==> config.mk <==
export PLATFORM = sky130hd
export DESIGN_NAME = plc_link_compat
export DESIGN_NICKNAME = d
export VERILOG_FILES = /design/src/design/plc_pkg.sv /design/src/design/plc_link_compat.sv
export SDC_FILE = /design/constraint.sdc
export NUM_CORES = 1
export LEC_CHECK = 0
export BUFFER_PORTS_ARGS = -buffer_cell sky130_fd_sc_hd__clkbuf_2
export CAP_MARGIN = 5
export CORE_MARGIN = 5
export CORE_UTILIZATION = 40
export DETAILED_ROUTE_END_ITERATION = 7
export PLACE_DENSITY = 0.63
export SLEW_MARGIN = 10
export SYNTH_ARGS = -nofsm -noshare
export SYNTH_HDL_FRONTEND = slang
export SYNTH_SLANG_ARGS = --single-unit
==> constraint.sdc <==
create_clock -name core_clk -period 4.5 [get_ports core_clk]
set_input_delay 0 -clock core_clk [delete_from_list [all_inputs] [get_ports core_clk]]
set_output_delay 0 -clock core_clk [all_outputs]
set_load 0.1 [all_outputs]
==> src/design/plc_pkg.sv <==
// plc_pkg: constants, codes and carrier types of the link interface compatibility block
// assumes: used by plc_link_compat and its testbench, every use written plc_pkg::name
package plc_pkg;
  // register byte offsets
  localparam logic [3:0] OFS_CONFIG = 4'h0;
  localparam logic [3:0] OFS_STATUS = 4'h4;
  localparam logic [3:0] OFS_LAST_REQ = 4'h8;
  // config fields
  localparam int CFG_ARB_ACCEL_BIT = 0;
  localparam int CFG_CONCAT_BIT = 1;
  localparam logic [1:0] CFG_RESET = 2'h0;
  // status fields
  localparam int STS_NEWER_BIT = 0;
  localparam int STS_LOCKED_BIT = 1;
  localparam int STS_ISOLATION_BIT = 2;
  localparam int STS_NULL_CNT_LSB = 8;
  localparam logic STS_ISOLATION_SUPPORT = 1'b0;
  // request type codes, sent msb first after the start bit
  localparam logic [2:0] REQ_IMMEDIATE = 3'h0;
  localparam logic [2:0] REQ_ISOCH = 3'h1;
  localparam logic [2:0] REQ_PRIORITY = 3'h2;
  localparam logic [2:0] REQ_FAIR = 3'h3;
  localparam logic [2:0] REQ_REG_READ = 3'h4;
  localparam logic [2:0] REQ_REG_WRITE = 3'h5;
  localparam logic [2:0] REQ_ACCEL_CTL = 3'h6;
  // bit index at which each request is complete
  localparam logic [3:0] IDX_TYPE_END = 4'h2;
  localparam logic [3:0] IDX_ACCEL_END = 4'h3;
  localparam logic [3:0] IDX_SPEED_LAST = 4'h5;
  localparam logic [3:0] IDX_SPEED_LONG = 4'h6;
  localparam logic [3:0] IDX_READ_END = 4'h6;
  localparam logic [3:0] IDX_WRITE_END = 4'hE;
  // three-bit speed codes; two-bit codes gain a trailing zero
  localparam logic [2:0] SPD_S100 = 3'h0;
  localparam logic [2:0] SPD_S200 = 3'h2;
  localparam logic [2:0] SPD_S400 = 3'h4;
  // control and data values of the empty packet
  localparam logic [1:0] CTL_IDLE = 2'h0;
  localparam logic [1:0] CTL_RECEIVE = 2'h2;
  localparam logic [7:0] DATA_PREFIX = 8'hFF;
  localparam logic [7:0] DATA_IDLE = 8'h00;
  // edges after reset release before the strap chain holds pin samples
  localparam logic [1:0] STRAP_FILL = 2'h3;
  // decoded request carried to the rest of the node
  typedef struct packed {
    logic [2:0] kind;
    logic [2:0] speed;
    logic long_form;
    logic [3:0] addr;
    logic [7:0] data;
  } plc_req_type;
endpackage

==> src/design/plc_link_compat.sv <==
// plc_link_compat: strap-selected link interface mode, legacy request decoder,
// empty-packet answer to over-speed requests, avalon-mm control registers
// assumes: core_clk is the interface clock shared with the link controller
`timescale 1ns/1ps
module plc_link_compat (
  // clock and reset
  input wire logic core_clk,
  input wire logic reset_n,
  // strap pin
  input wire logic interface_generation_select,
  // link request line
  input wire logic lreq,
  // link control and data pins, driven side only
  output logic [1:0] ctl_out,
  output logic ctl_oe,
  output logic [7:0] data_out,
  output logic data_oe,
  // decoded requests, mode and config enables
  output logic req_valid,
  output plc_pkg::plc_req_type req,
  output logic mode_newer,
  output logic mode_locked,
  output logic arb_accel_enable,
  output logic multispeed_concat_enable,
  // avalon-mm slave
  input wire logic [3:0] avs_address,
  input wire logic avs_read,
  input wire logic avs_write,
  input wire logic [31:0] avs_writedata,
  output logic [31:0] avs_readdata,
  output logic avs_waitrequest
);
  typedef enum logic [1:0] {DEC_IDLE, DEC_COLLECT, DEC_TAIL} plc_dec_type;
  typedef enum logic [1:0] {TX_IDLE, TX_PREFIX, TX_END} plc_tx_type;

  // three-bit code legal on the legacy interface
  function automatic logic legacy_speed_ok(input logic [2:0] spd);
    legacy_speed_ok = (spd == plc_pkg::SPD_S100) || (spd == plc_pkg::SPD_S200) ||
                      (spd == plc_pkg::SPD_S400);
  endfunction

  logic [2:0] strap_sync, next_strap_sync;
  logic [1:0] fill, next_fill;
  logic next_mode_newer, next_mode_locked;
  plc_dec_type dec_state, next_dec_state;
  logic [3:0] cnt, next_cnt;
  logic [15:0] sr, next_sr;
  logic [15:0] cur;
  logic [2:0] cur_type;
  logic next_req_valid;
  plc_pkg::plc_req_type next_req;
  plc_pkg::plc_req_type dec_req;
  logic null_start;
  plc_tx_type tx_state, next_tx_state;
  logic [7:0] null_cnt, next_null_cnt;
  logic [1:0] cfg, next_cfg;
  logic ack, next_ack;
  logic [31:0] next_readdata;

  // strap synchroniser and one-shot capture after reset release
  always_comb
  begin
    next_strap_sync = {strap_sync[1:0], interface_generation_select};
    next_fill = (fill == plc_pkg::STRAP_FILL) ? fill : fill + 2'h1;
    next_mode_newer = mode_newer;
    next_mode_locked = mode_locked;
    // reset zeros in the chain agree trivially, so wait until it holds pin samples
    if (!mode_locked && fill == plc_pkg::STRAP_FILL && (strap_sync[1] == strap_sync[2]))
    begin
      next_mode_newer = strap_sync[2];
      next_mode_locked = 1'b1;
    end
  end

  // bit being received merged into the collected bits
  always_comb
  begin
    cur = sr;
    cur[cnt] = lreq;
    cur_type = {cur[0], cur[1], cur[2]};
  end

  // legacy request decoder
  always_comb
  begin
    next_dec_state = dec_state;
    next_cnt = cnt;
    next_sr = cur;
    next_req_valid = 1'b0;
    next_req = req;
    dec_req = req;
    null_start = 1'b0;
    unique case (dec_state)
      DEC_IDLE:
      begin
        next_sr = '0;
        next_cnt = 4'h0;
        if (lreq && mode_locked && !mode_newer)
          next_dec_state = DEC_COLLECT;
      end
      DEC_COLLECT:
      begin
        next_cnt = cnt + 4'h1;
        dec_req.kind = cur_type;
        dec_req.speed = {cur[3], cur[4], cur[5]};
        dec_req.long_form = 1'b0;
        dec_req.addr = {cur[3], cur[4], cur[5], cur[6]};
        dec_req.data = {cur[7], cur[8], cur[9], cur[10], cur[11], cur[12], cur[13], cur[14]};
        if (cur_type[2] == 1'b0)
        begin
          // bus request: a zero sixth bit ends a short one, a one sixth bit runs on to a long one's seventh
          if ((cnt == plc_pkg::IDX_SPEED_LAST && !lreq) || cnt == plc_pkg::IDX_SPEED_LONG)
          begin
            dec_req.long_form = (cnt == plc_pkg::IDX_SPEED_LONG);
            next_dec_state = DEC_TAIL;
            if (legacy_speed_ok(dec_req.speed))
              next_req_valid = 1'b1;
            else
              null_start = 1'b1;
          end
        end
        else if ((cur_type == plc_pkg::REQ_REG_READ && cnt == plc_pkg::IDX_READ_END) ||
                 (cur_type == plc_pkg::REQ_REG_WRITE && cnt == plc_pkg::IDX_WRITE_END) ||
                 (cur_type == plc_pkg::REQ_ACCEL_CTL && cnt == plc_pkg::IDX_ACCEL_END))
        begin
          next_req_valid = 1'b1;
          next_dec_state = DEC_TAIL;
        end
        else if (cur_type == 3'h7 && cnt == plc_pkg::IDX_TYPE_END)
          next_dec_state = DEC_TAIL; // reserved type dropped
      end
      DEC_TAIL:
      begin
        // stop bit, or the start bit of a request sent back to back
        next_sr = '0;
        next_cnt = 4'h0;
        next_dec_state = lreq ? DEC_COLLECT : DEC_IDLE;
      end
    endcase
    // the last request stands until a new one is complete
    if (next_req_valid)
      next_req = dec_req;
  end

  // empty packet transmitter
  always_comb
  begin
    next_tx_state = tx_state;
    next_null_cnt = null_cnt;
    unique case (tx_state)
      TX_IDLE:
        if (null_start)
        begin
          next_tx_state = TX_PREFIX;
          next_null_cnt = null_cnt + 8'h01;
        end
      TX_PREFIX: next_tx_state = TX_END;
      TX_END: next_tx_state = TX_IDLE;
    endcase
  end

  // register slave, one wait state per access
  always_comb
  begin
    next_ack = (avs_read || avs_write) && !ack;
    next_cfg = cfg;
    next_readdata = avs_readdata;
    if (avs_write && ack && avs_address == plc_pkg::OFS_CONFIG)
      next_cfg = avs_writedata[1:0];
    if (avs_read && !ack)
    begin
      next_readdata = 32'h0000_0000;
      unique case (avs_address)
        plc_pkg::OFS_CONFIG: next_readdata[1:0] = cfg;
        plc_pkg::OFS_STATUS:
        begin
          next_readdata[plc_pkg::STS_NEWER_BIT] = mode_newer;
          next_readdata[plc_pkg::STS_LOCKED_BIT] = mode_locked;
          next_readdata[plc_pkg::STS_ISOLATION_BIT] = plc_pkg::STS_ISOLATION_SUPPORT;
          next_readdata[plc_pkg::STS_NULL_CNT_LSB +: 8] = null_cnt;
        end
        plc_pkg::OFS_LAST_REQ: next_readdata[18:0] = req;
        default: next_readdata = 32'h0000_0000;
      endcase
    end
  end

  assign avs_waitrequest = (avs_read || avs_write) && !ack;
  assign arb_accel_enable = cfg[plc_pkg::CFG_ARB_ACCEL_BIT];
  assign multispeed_concat_enable = cfg[plc_pkg::CFG_CONCAT_BIT];

  // all state on the rising interface clock edge
  always_ff @(posedge core_clk or negedge reset_n)
  begin
    if (!reset_n)
    begin
      strap_sync <= 3'h0;
      fill <= 2'h0;
      mode_newer <= 1'b0;
      mode_locked <= 1'b0;
      dec_state <= DEC_IDLE;
      cnt <= 4'h0;
      sr <= 16'h0000;
      req_valid <= 1'b0;
      req <= '0;
      tx_state <= TX_IDLE;
      null_cnt <= 8'h00;
      cfg <= plc_pkg::CFG_RESET;
      ack <= 1'b0;
      avs_readdata <= 32'h0000_0000;
      ctl_out <= plc_pkg::CTL_IDLE;
      ctl_oe <= 1'b0;
      data_out <= plc_pkg::DATA_IDLE;
      data_oe <= 1'b0;
    end
    else
    begin
      strap_sync <= next_strap_sync;
      fill <= next_fill;
      mode_newer <= next_mode_newer;
      mode_locked <= next_mode_locked;
      dec_state <= next_dec_state;
      cnt <= next_cnt;
      sr <= next_sr;
      req_valid <= next_req_valid;
      req <= next_req;
      tx_state <= next_tx_state;
      null_cnt <= next_null_cnt;
      cfg <= next_cfg;
      ack <= next_ack;
      avs_readdata <= next_readdata;
      ctl_out <= (next_tx_state == TX_PREFIX) ? plc_pkg::CTL_RECEIVE : plc_pkg::CTL_IDLE;
      ctl_oe <= (next_tx_state != TX_IDLE);
      data_out <= (next_tx_state == TX_PREFIX) ? plc_pkg::DATA_PREFIX : plc_pkg::DATA_IDLE;
      data_oe <= (next_tx_state != TX_IDLE);
    end
  end
endmodule

== Yosys cells after proc, flatten, opt, wreduce, memory -nomap -nowiden ==
Cells that the tools add are included.

* Register bits after elaboration: 92
* Bits of input ports: 42
* Output and inout bits: 69
* Word-level logic and storage cells: 114

* Add/subtract/negate cells: 3
* $lt $le $gt $ge: 2
* Equal/unequal tests: 23
* Muxes and demuxes: 32
* Reduce and logical (&&, ||, !) cells: 33

{| class="wikitable"
|+ Operator list
! operator !! count
|-
| 2-bit one-hot mux with 3 select lines || 3
|-
| 16-bit bitwise mux || 1
|-
| 16-bit 2-to-1 mux || 1
|-
| 8-bit one-hot mux with 2 select lines || 1
|-
| 3-bit == test (second input constant) || 5
|-
| 1-bit logical AND || 14
|-
| 1-bit 2-to-1 mux || 14
|-
| 2-bit 2-to-1 mux || 7
|-
| 4-bit by 3-bit == test with 1-bit output (second input constant) || 3
|-
| 8-bit by 1-bit adder with 8-bit output (second input constant) || 1
|-
| 4-bit by 2-bit == test with 1-bit output (second input constant) || 2
|-
| 4-bit == test (second input constant) || 2
|-
| 8-bit 2-to-1 mux || 1
|-
| 4-bit one-hot mux with 2 select lines || 1
|-
| 2-bit by 1-bit == test with 1-bit output (second input constant) || 3
|-
| 2-bit == test (second input constant) || 3
|-
| 1-bit logical OR || 6
|-
| 4-bit by 5-bit less-than comparator with 1-bit output (second input constant) || 1
|-
| 5-bit 2-to-1 mux || 1
|-
| 4-bit by 1-bit adder with 4-bit output (second input constant) || 1
|-
| 1-bit demux with 4-bit select || 1
|-
| 4-bit by 1-bit greater-or-equal comparator with 1-bit output (second input constant) || 1
|-
| 1-bit zero test || 4
|-
| 2-bit zero test || 2
|-
| other kinds (13) || 14
|}

== Depth between registers and ports, before layout ==
* Depth after elaboration: 16
* Mapped depth: 8
* Gate-level depth less buffers: 7

== Worst setup path before layout ==
Ideal clock, no wire load.

* Path type: register to register
* From: register cnt[0]
* To: register req[15] (netlist name)
* Setup time: 0.079 ns
* Arrival: 2.384 ns
* Data required time: 4.421 ns
* Path slack: 2.036 ns
* Stages on the path, launching flop included: 9
* Path buffers: 1
* Period minus slack after synthesis: 2.464 ns
* Path through: dfrtp_1 inv_1 ha_1 nor3b_1 mux2_4 or3_4 o32ai_4 buf_8 mux2i_1

* Word-level cells in the longest chain between the ends: 13
* Elaborated cells between the ends (all ways): 31
* Those cells by class: order compare (2); eq/ne (9); mux (8); reduce/logical (12)

{| class="wikitable"
|+ RTL lines
! what !! RTL line !! RTL
|-
| from (decl) || plc_link_compat.sv:46 || <nowiki>logic [3:0] cnt, next_cnt;</nowiki>
|-
| from (signal assigned) || plc_link_compat.sv:223 || <nowiki>cnt <= next_cnt;</nowiki>
|-
| 4-bit by 5-bit less-than comparator with 1-bit output (not written as such) / 4-bit by 1-bit greater-or-equal comparator with 1-bit output (equally long branches) || plc_link_compat.sv:79 || <nowiki>cur[cnt] = lreq;</nowiki>
|-
| 1-bit logical AND (not written as such) || plc_link_compat.sv:79 ||
|-
| 1-bit 2-to-1 mux (not written as such) || plc_link_compat.sv:79 ||
|-
| 1-bit demux with 4-bit select || plc_link_compat.sv:79 ||
|-
| 16-bit bitwise mux || plc_link_compat.sv:79 ||
|-
| 3-bit by 2-bit == test with 1-bit output, or another cell as far along || plc_link_compat.sv:38 || <nowiki>legacy_speed_ok = (spd == plc_pkg::SPD_S100) || (spd == plc_pkg::SPD_S200) ||</nowiki>
|-
| 1-bit logical OR, or another cell as far along || plc_link_compat.sv:38 ||
|-
| 1-bit logical OR (on tied branches) || plc_link_compat.sv:38, plc_link_compat.sv:122 ||
|-
| 1-bit 2-to-1 mux / 1-bit logical OR (equally long branches) || plc_link_compat.sv:116, plc_link_compat.sv:123 ||
|-
| 1-bit 2-to-1 mux (on tied branches) || plc_link_compat.sv:112, plc_link_compat.sv:122 ||
|-
| 1-bit 2-to-1 mux (*) || plc_link_compat.sv:109 || <nowiki>if (cur_type[2] == 1'b0)</nowiki>
|-
| 1-bit 2-to-1 mux (*) || plc_link_compat.sv:93 || <nowiki>unique case (dec_state)</nowiki>
|-
| via next_req_valid || plc_link_compat.sv:50 || <nowiki>logic next_req_valid;</nowiki>
|-
| 2-bit AND reduction (no line) (*) || - ||
|-
| to (signal assigned) || plc_link_compat.sv:226 || <nowiki>req <= next_req;</nowiki>
|-
| to (decl) || plc_link_compat.sv:20 || <nowiki>output plc_pkg::plc_req_type req,</nowiki>
|}

The timed path passes the listed nets; every way through them passes the cells marked *.
A chain may end at the register's enable or synchronous reset.

== Worst setup path after layout ==
* From: register cnt[0]
* To: register req[14] (netlist name)

* Word-level cells in the longest chain between the ends: 13
* Elaborated cells between the ends (all ways): 31
* Those cells by class: order compare (2); eq/ne (9); mux (8); reduce/logical (12)

{| class="wikitable"
|+ RTL lines
! what !! RTL line
|-
| 4-bit by 5-bit less-than comparator with 1-bit output (not written as such) / 4-bit by 1-bit greater-or-equal comparator with 1-bit output (equally long branches) || plc_link_compat.sv:79
|-
| 1-bit logical AND (not written as such) || plc_link_compat.sv:79
|-
| 1-bit 2-to-1 mux (not written as such) || plc_link_compat.sv:79
|-
| 1-bit demux with 4-bit select || plc_link_compat.sv:79
|-
| 16-bit bitwise mux || plc_link_compat.sv:79
|-
| 3-bit by 2-bit == test with 1-bit output, or another cell as far along || plc_link_compat.sv:38
|-
| 1-bit logical OR, or another cell as far along || plc_link_compat.sv:38
|-
| 1-bit logical OR (on tied branches) || plc_link_compat.sv:38, plc_link_compat.sv:122
|-
| 1-bit 2-to-1 mux / 1-bit logical OR (equally long branches) || plc_link_compat.sv:116, plc_link_compat.sv:123
|-
| 1-bit 2-to-1 mux (on tied branches) || plc_link_compat.sv:112, plc_link_compat.sv:122
|-
| 1-bit 2-to-1 mux || plc_link_compat.sv:109
|-
| 1-bit 2-to-1 mux || plc_link_compat.sv:93
|-
| 2-bit AND reduction (no line) || -
|}

Several ways; a longest one is shown, not always the timed one.

==> impl_metrics.json <==
{
  "grt_use_total": 0.141,
  "layoutNonFillerInstCount": 544,
  "maxSlewViolCount": 0,
  "dp_slack_ps": 1580,
  "stdcell_area_um2": 4350,
  "synth-seq-area-share": 0.521,
  "synth.largest_area_cell": "dfrtp_1",
  "synth.most_common_cell": "dfrtp_1",
  "whs_ps": 56.3,
  "crit_type": "flip-flop to flip-flop",
  "fmax_mhz": 349,
  "final.setup.tns_ps": 0,
  "wl_per_cell_um": 14.0,
  "vdd_drop_max_mv": 0.347,
  "antenna_left": 0,
  "num_antenna_cells": 0,
  "dieWidth_um": 107,
  "cts_num_sinks": 79,
  "core.rowCount": 35,
  "netlist_top_cells_area": "dfrtp_1 52%, mux2i_1 8.2%, buf_4 5.3%",
  "cp_common_cell": "mux2i_1",
  "holdCritPathClass": "primary input to flip-flop",
  "io_pins": 111,
  "numCtsBuffers": 9,
  "period_share": 0.637,
  "ff2ff_path_depth": 7,
  "yosysWarnings": 0,
  "place_inst": 522,
  "final_nets": 460,
  "finalSetupViolations": 0,
  "synth_top_flop_cell": "dfrtp_1",
  "path_clk_slew_ps": 80,
  "syn_area_um2": 3790,
  "period_minus_slack_ps": 2870,
  "power_mw": 3.21,
  "arrival_ps": 3130,
  "grt_overflow": 0,
  "hold_viol_final": 0,
  "route.detailed.drc": 0,
  "max_stage_delay_ps": 860,
  "r2r_end": "req[14]",
  "final_util": 0.471,
  "end_kind": "flip-flop",
  "path_cells": "inv_1 > ha_1 > nor3b_2 > mux2i_1 > a31oi_1 > o32ai_4 > mux2i_1",
  "synth_cells": 351,
  "postSynth.asyncResetShare": 1.00,
  "power_leakage_nw": 2.11,
  "cts_setup_buffers": 0,
  "synth_edf_count": 0,
  "portBuffers": 66,
  "cts_root_buf": "clkbuf_8",
  "antenna_found_initial": 0,
  "cp.required_ps": 4760,
  "r2r_start": "cnt[0]",
  "worst_pin_slew_ps": 997,
  "initialDrtViolationCount": 87,
  "fin_ws_ps": 1630,
  "cts_tree": "built",
  "cp-startpoint": "cnt[0]",
  "wl_um": 7640,
  "placedInstanceArea_um2": 4090,
  "clock_latency_ps": 340,
  "grt_max_degree": 80,
  "drtPass1Iterations": 4,
  "yosysTopAreaCellShare": 0.521,
  "initial_core_util": 0.410,
  "gp_congestion": 0.759,
  "synth_common_cells": "79 x dfrtp_1, 40 x nand2_1, 31 x mux2i_1",
  "htree_levels": 3,
  "powerDensity_nw_per_um2": 738,
  "start_kind": "flip-flop",
  "rsz0062_at_grt": "no",
  "vias": 2594,
  "clock_path_buffers": 2,
  "dieArea_um2": 11500,
  "cpMaxStageDelayCell": "o32ai_4",
  "viasPerCell": 4.77,
  "grt_pass1_wl_um": 12900,
  "core_area_um2": 9240,
  "min_from": "avs_address[0]",
  "die_h_um": 107,
  "status": "finished, final reports clean",
  "synth.distinct_cells": 44,
  "relSlewSlack": 0.331,
  "yosys_register_bits": 79,
  "grt_pass1_vias": 2633,
  "crit_path_max_fanout": 16,
  "syn_to_final_growth_pct": 14.8,
  "rrSetupSlack_ps": 1630,
  "drv_cap": 0,
  "skew_ps": 5.84,
  "endpoint": "req[14]",
  "drive_above_1_share": 0.231,
  "place_hpwl_um": 5320,
  "syn_area_per_cell_um2": 10.8
}
-- metal layers --
layer  up-vias  GRT usage  part of all wire
li1       1255          -                 -
met3         8     0.0300             0.050
met1      1267      0.172              0.45
met4         0     0.0487             0.011
met5         -          0                 0
met2        64      0.245              0.49
-- cells in the final DEF (no fill, tap or decap), types with 10 or more instances in the layout --
| cell type | instances |
|---|---|
| clkbuf_2 | 65 |
| clkbuf_8 | 10 |
| conb_1 | 14 |
| dfrtp_1 | 79 |
| inv_1 | 21 |
| mux2i_1 | 31 |
| nand2_1 | 40 |
| nor2b_1 | 20 |
| o21ai_1 | 15 |
| xnor2_1 | 10 |
-- final cells by class --
cell class,count,area [um^2]
Inverter,21,78.8
Sequential cell,79,1980
Clock buffer,11,141
Fill cell,852,4890
Tap cell,129,161
Multi-Input combinational cell,224,1520
Clock inverter,5,57.6
Timing Repair Buffer,75,415
-- worst min-delay path by stage --
stage	end	cells after the start
after floorplan	ack	0
after global placement	strap_sync[0]	1
after detailed placement	strap_sync[0]	1
after CTS	avs_readdata[0]	3
after global routing	avs_readdata[0]	3
final	avs_readdata[0]	3
-- state kept, by name, indices dropped and copies added (netlist names), 2 cells and up --
signal / count
null_cnt: 8
cfg: 2
cnt: 4
tx_state: 2
sr: 15
strap_sync: 3
dec_state: 2
fill: 2
avs_readdata: 19
req: 16
-- repair_timing --
item / 4_1_cts / 5_1_grt
hold buffers: 6 / 0
resized for setup: 0 / 0
hold endpoints to repair: 83 / 0
-- critical path: cells and delay by family, from the launching register on --
family,cells,cell delay (ps)
buffers and inverters,1,100
AOI/OAI and AO/OA,2,1110
muxes,2,610
adders and majority gates,1,280
and+or+nand+nor,1,260
DFF,1,430
-- power by group --
part / total, mW / internal (mW) / switching (mW)
Clock: 0.525 / 0.271 / 0.254
Combinational: 1.65 / 0.322 / 1.32
Sequential: 1.04 / 0.868 / 0.171
-- kinds of logic after synthesis --
group	count (synthesis)	share of synthesized area
AO/OA/AOI/OAI	46	0.0779
XOR/XNOR	12	0.0277
adder cells (fa/ha/maj)	8	0.0264
flip-flops	79	0.521
buffers and inverters	61	0.0908
multiplexers	37	0.101
AND/OR/NAND/NOR	107	0.154
other	1	0.000989
Power figures use the tool's default switching activity.
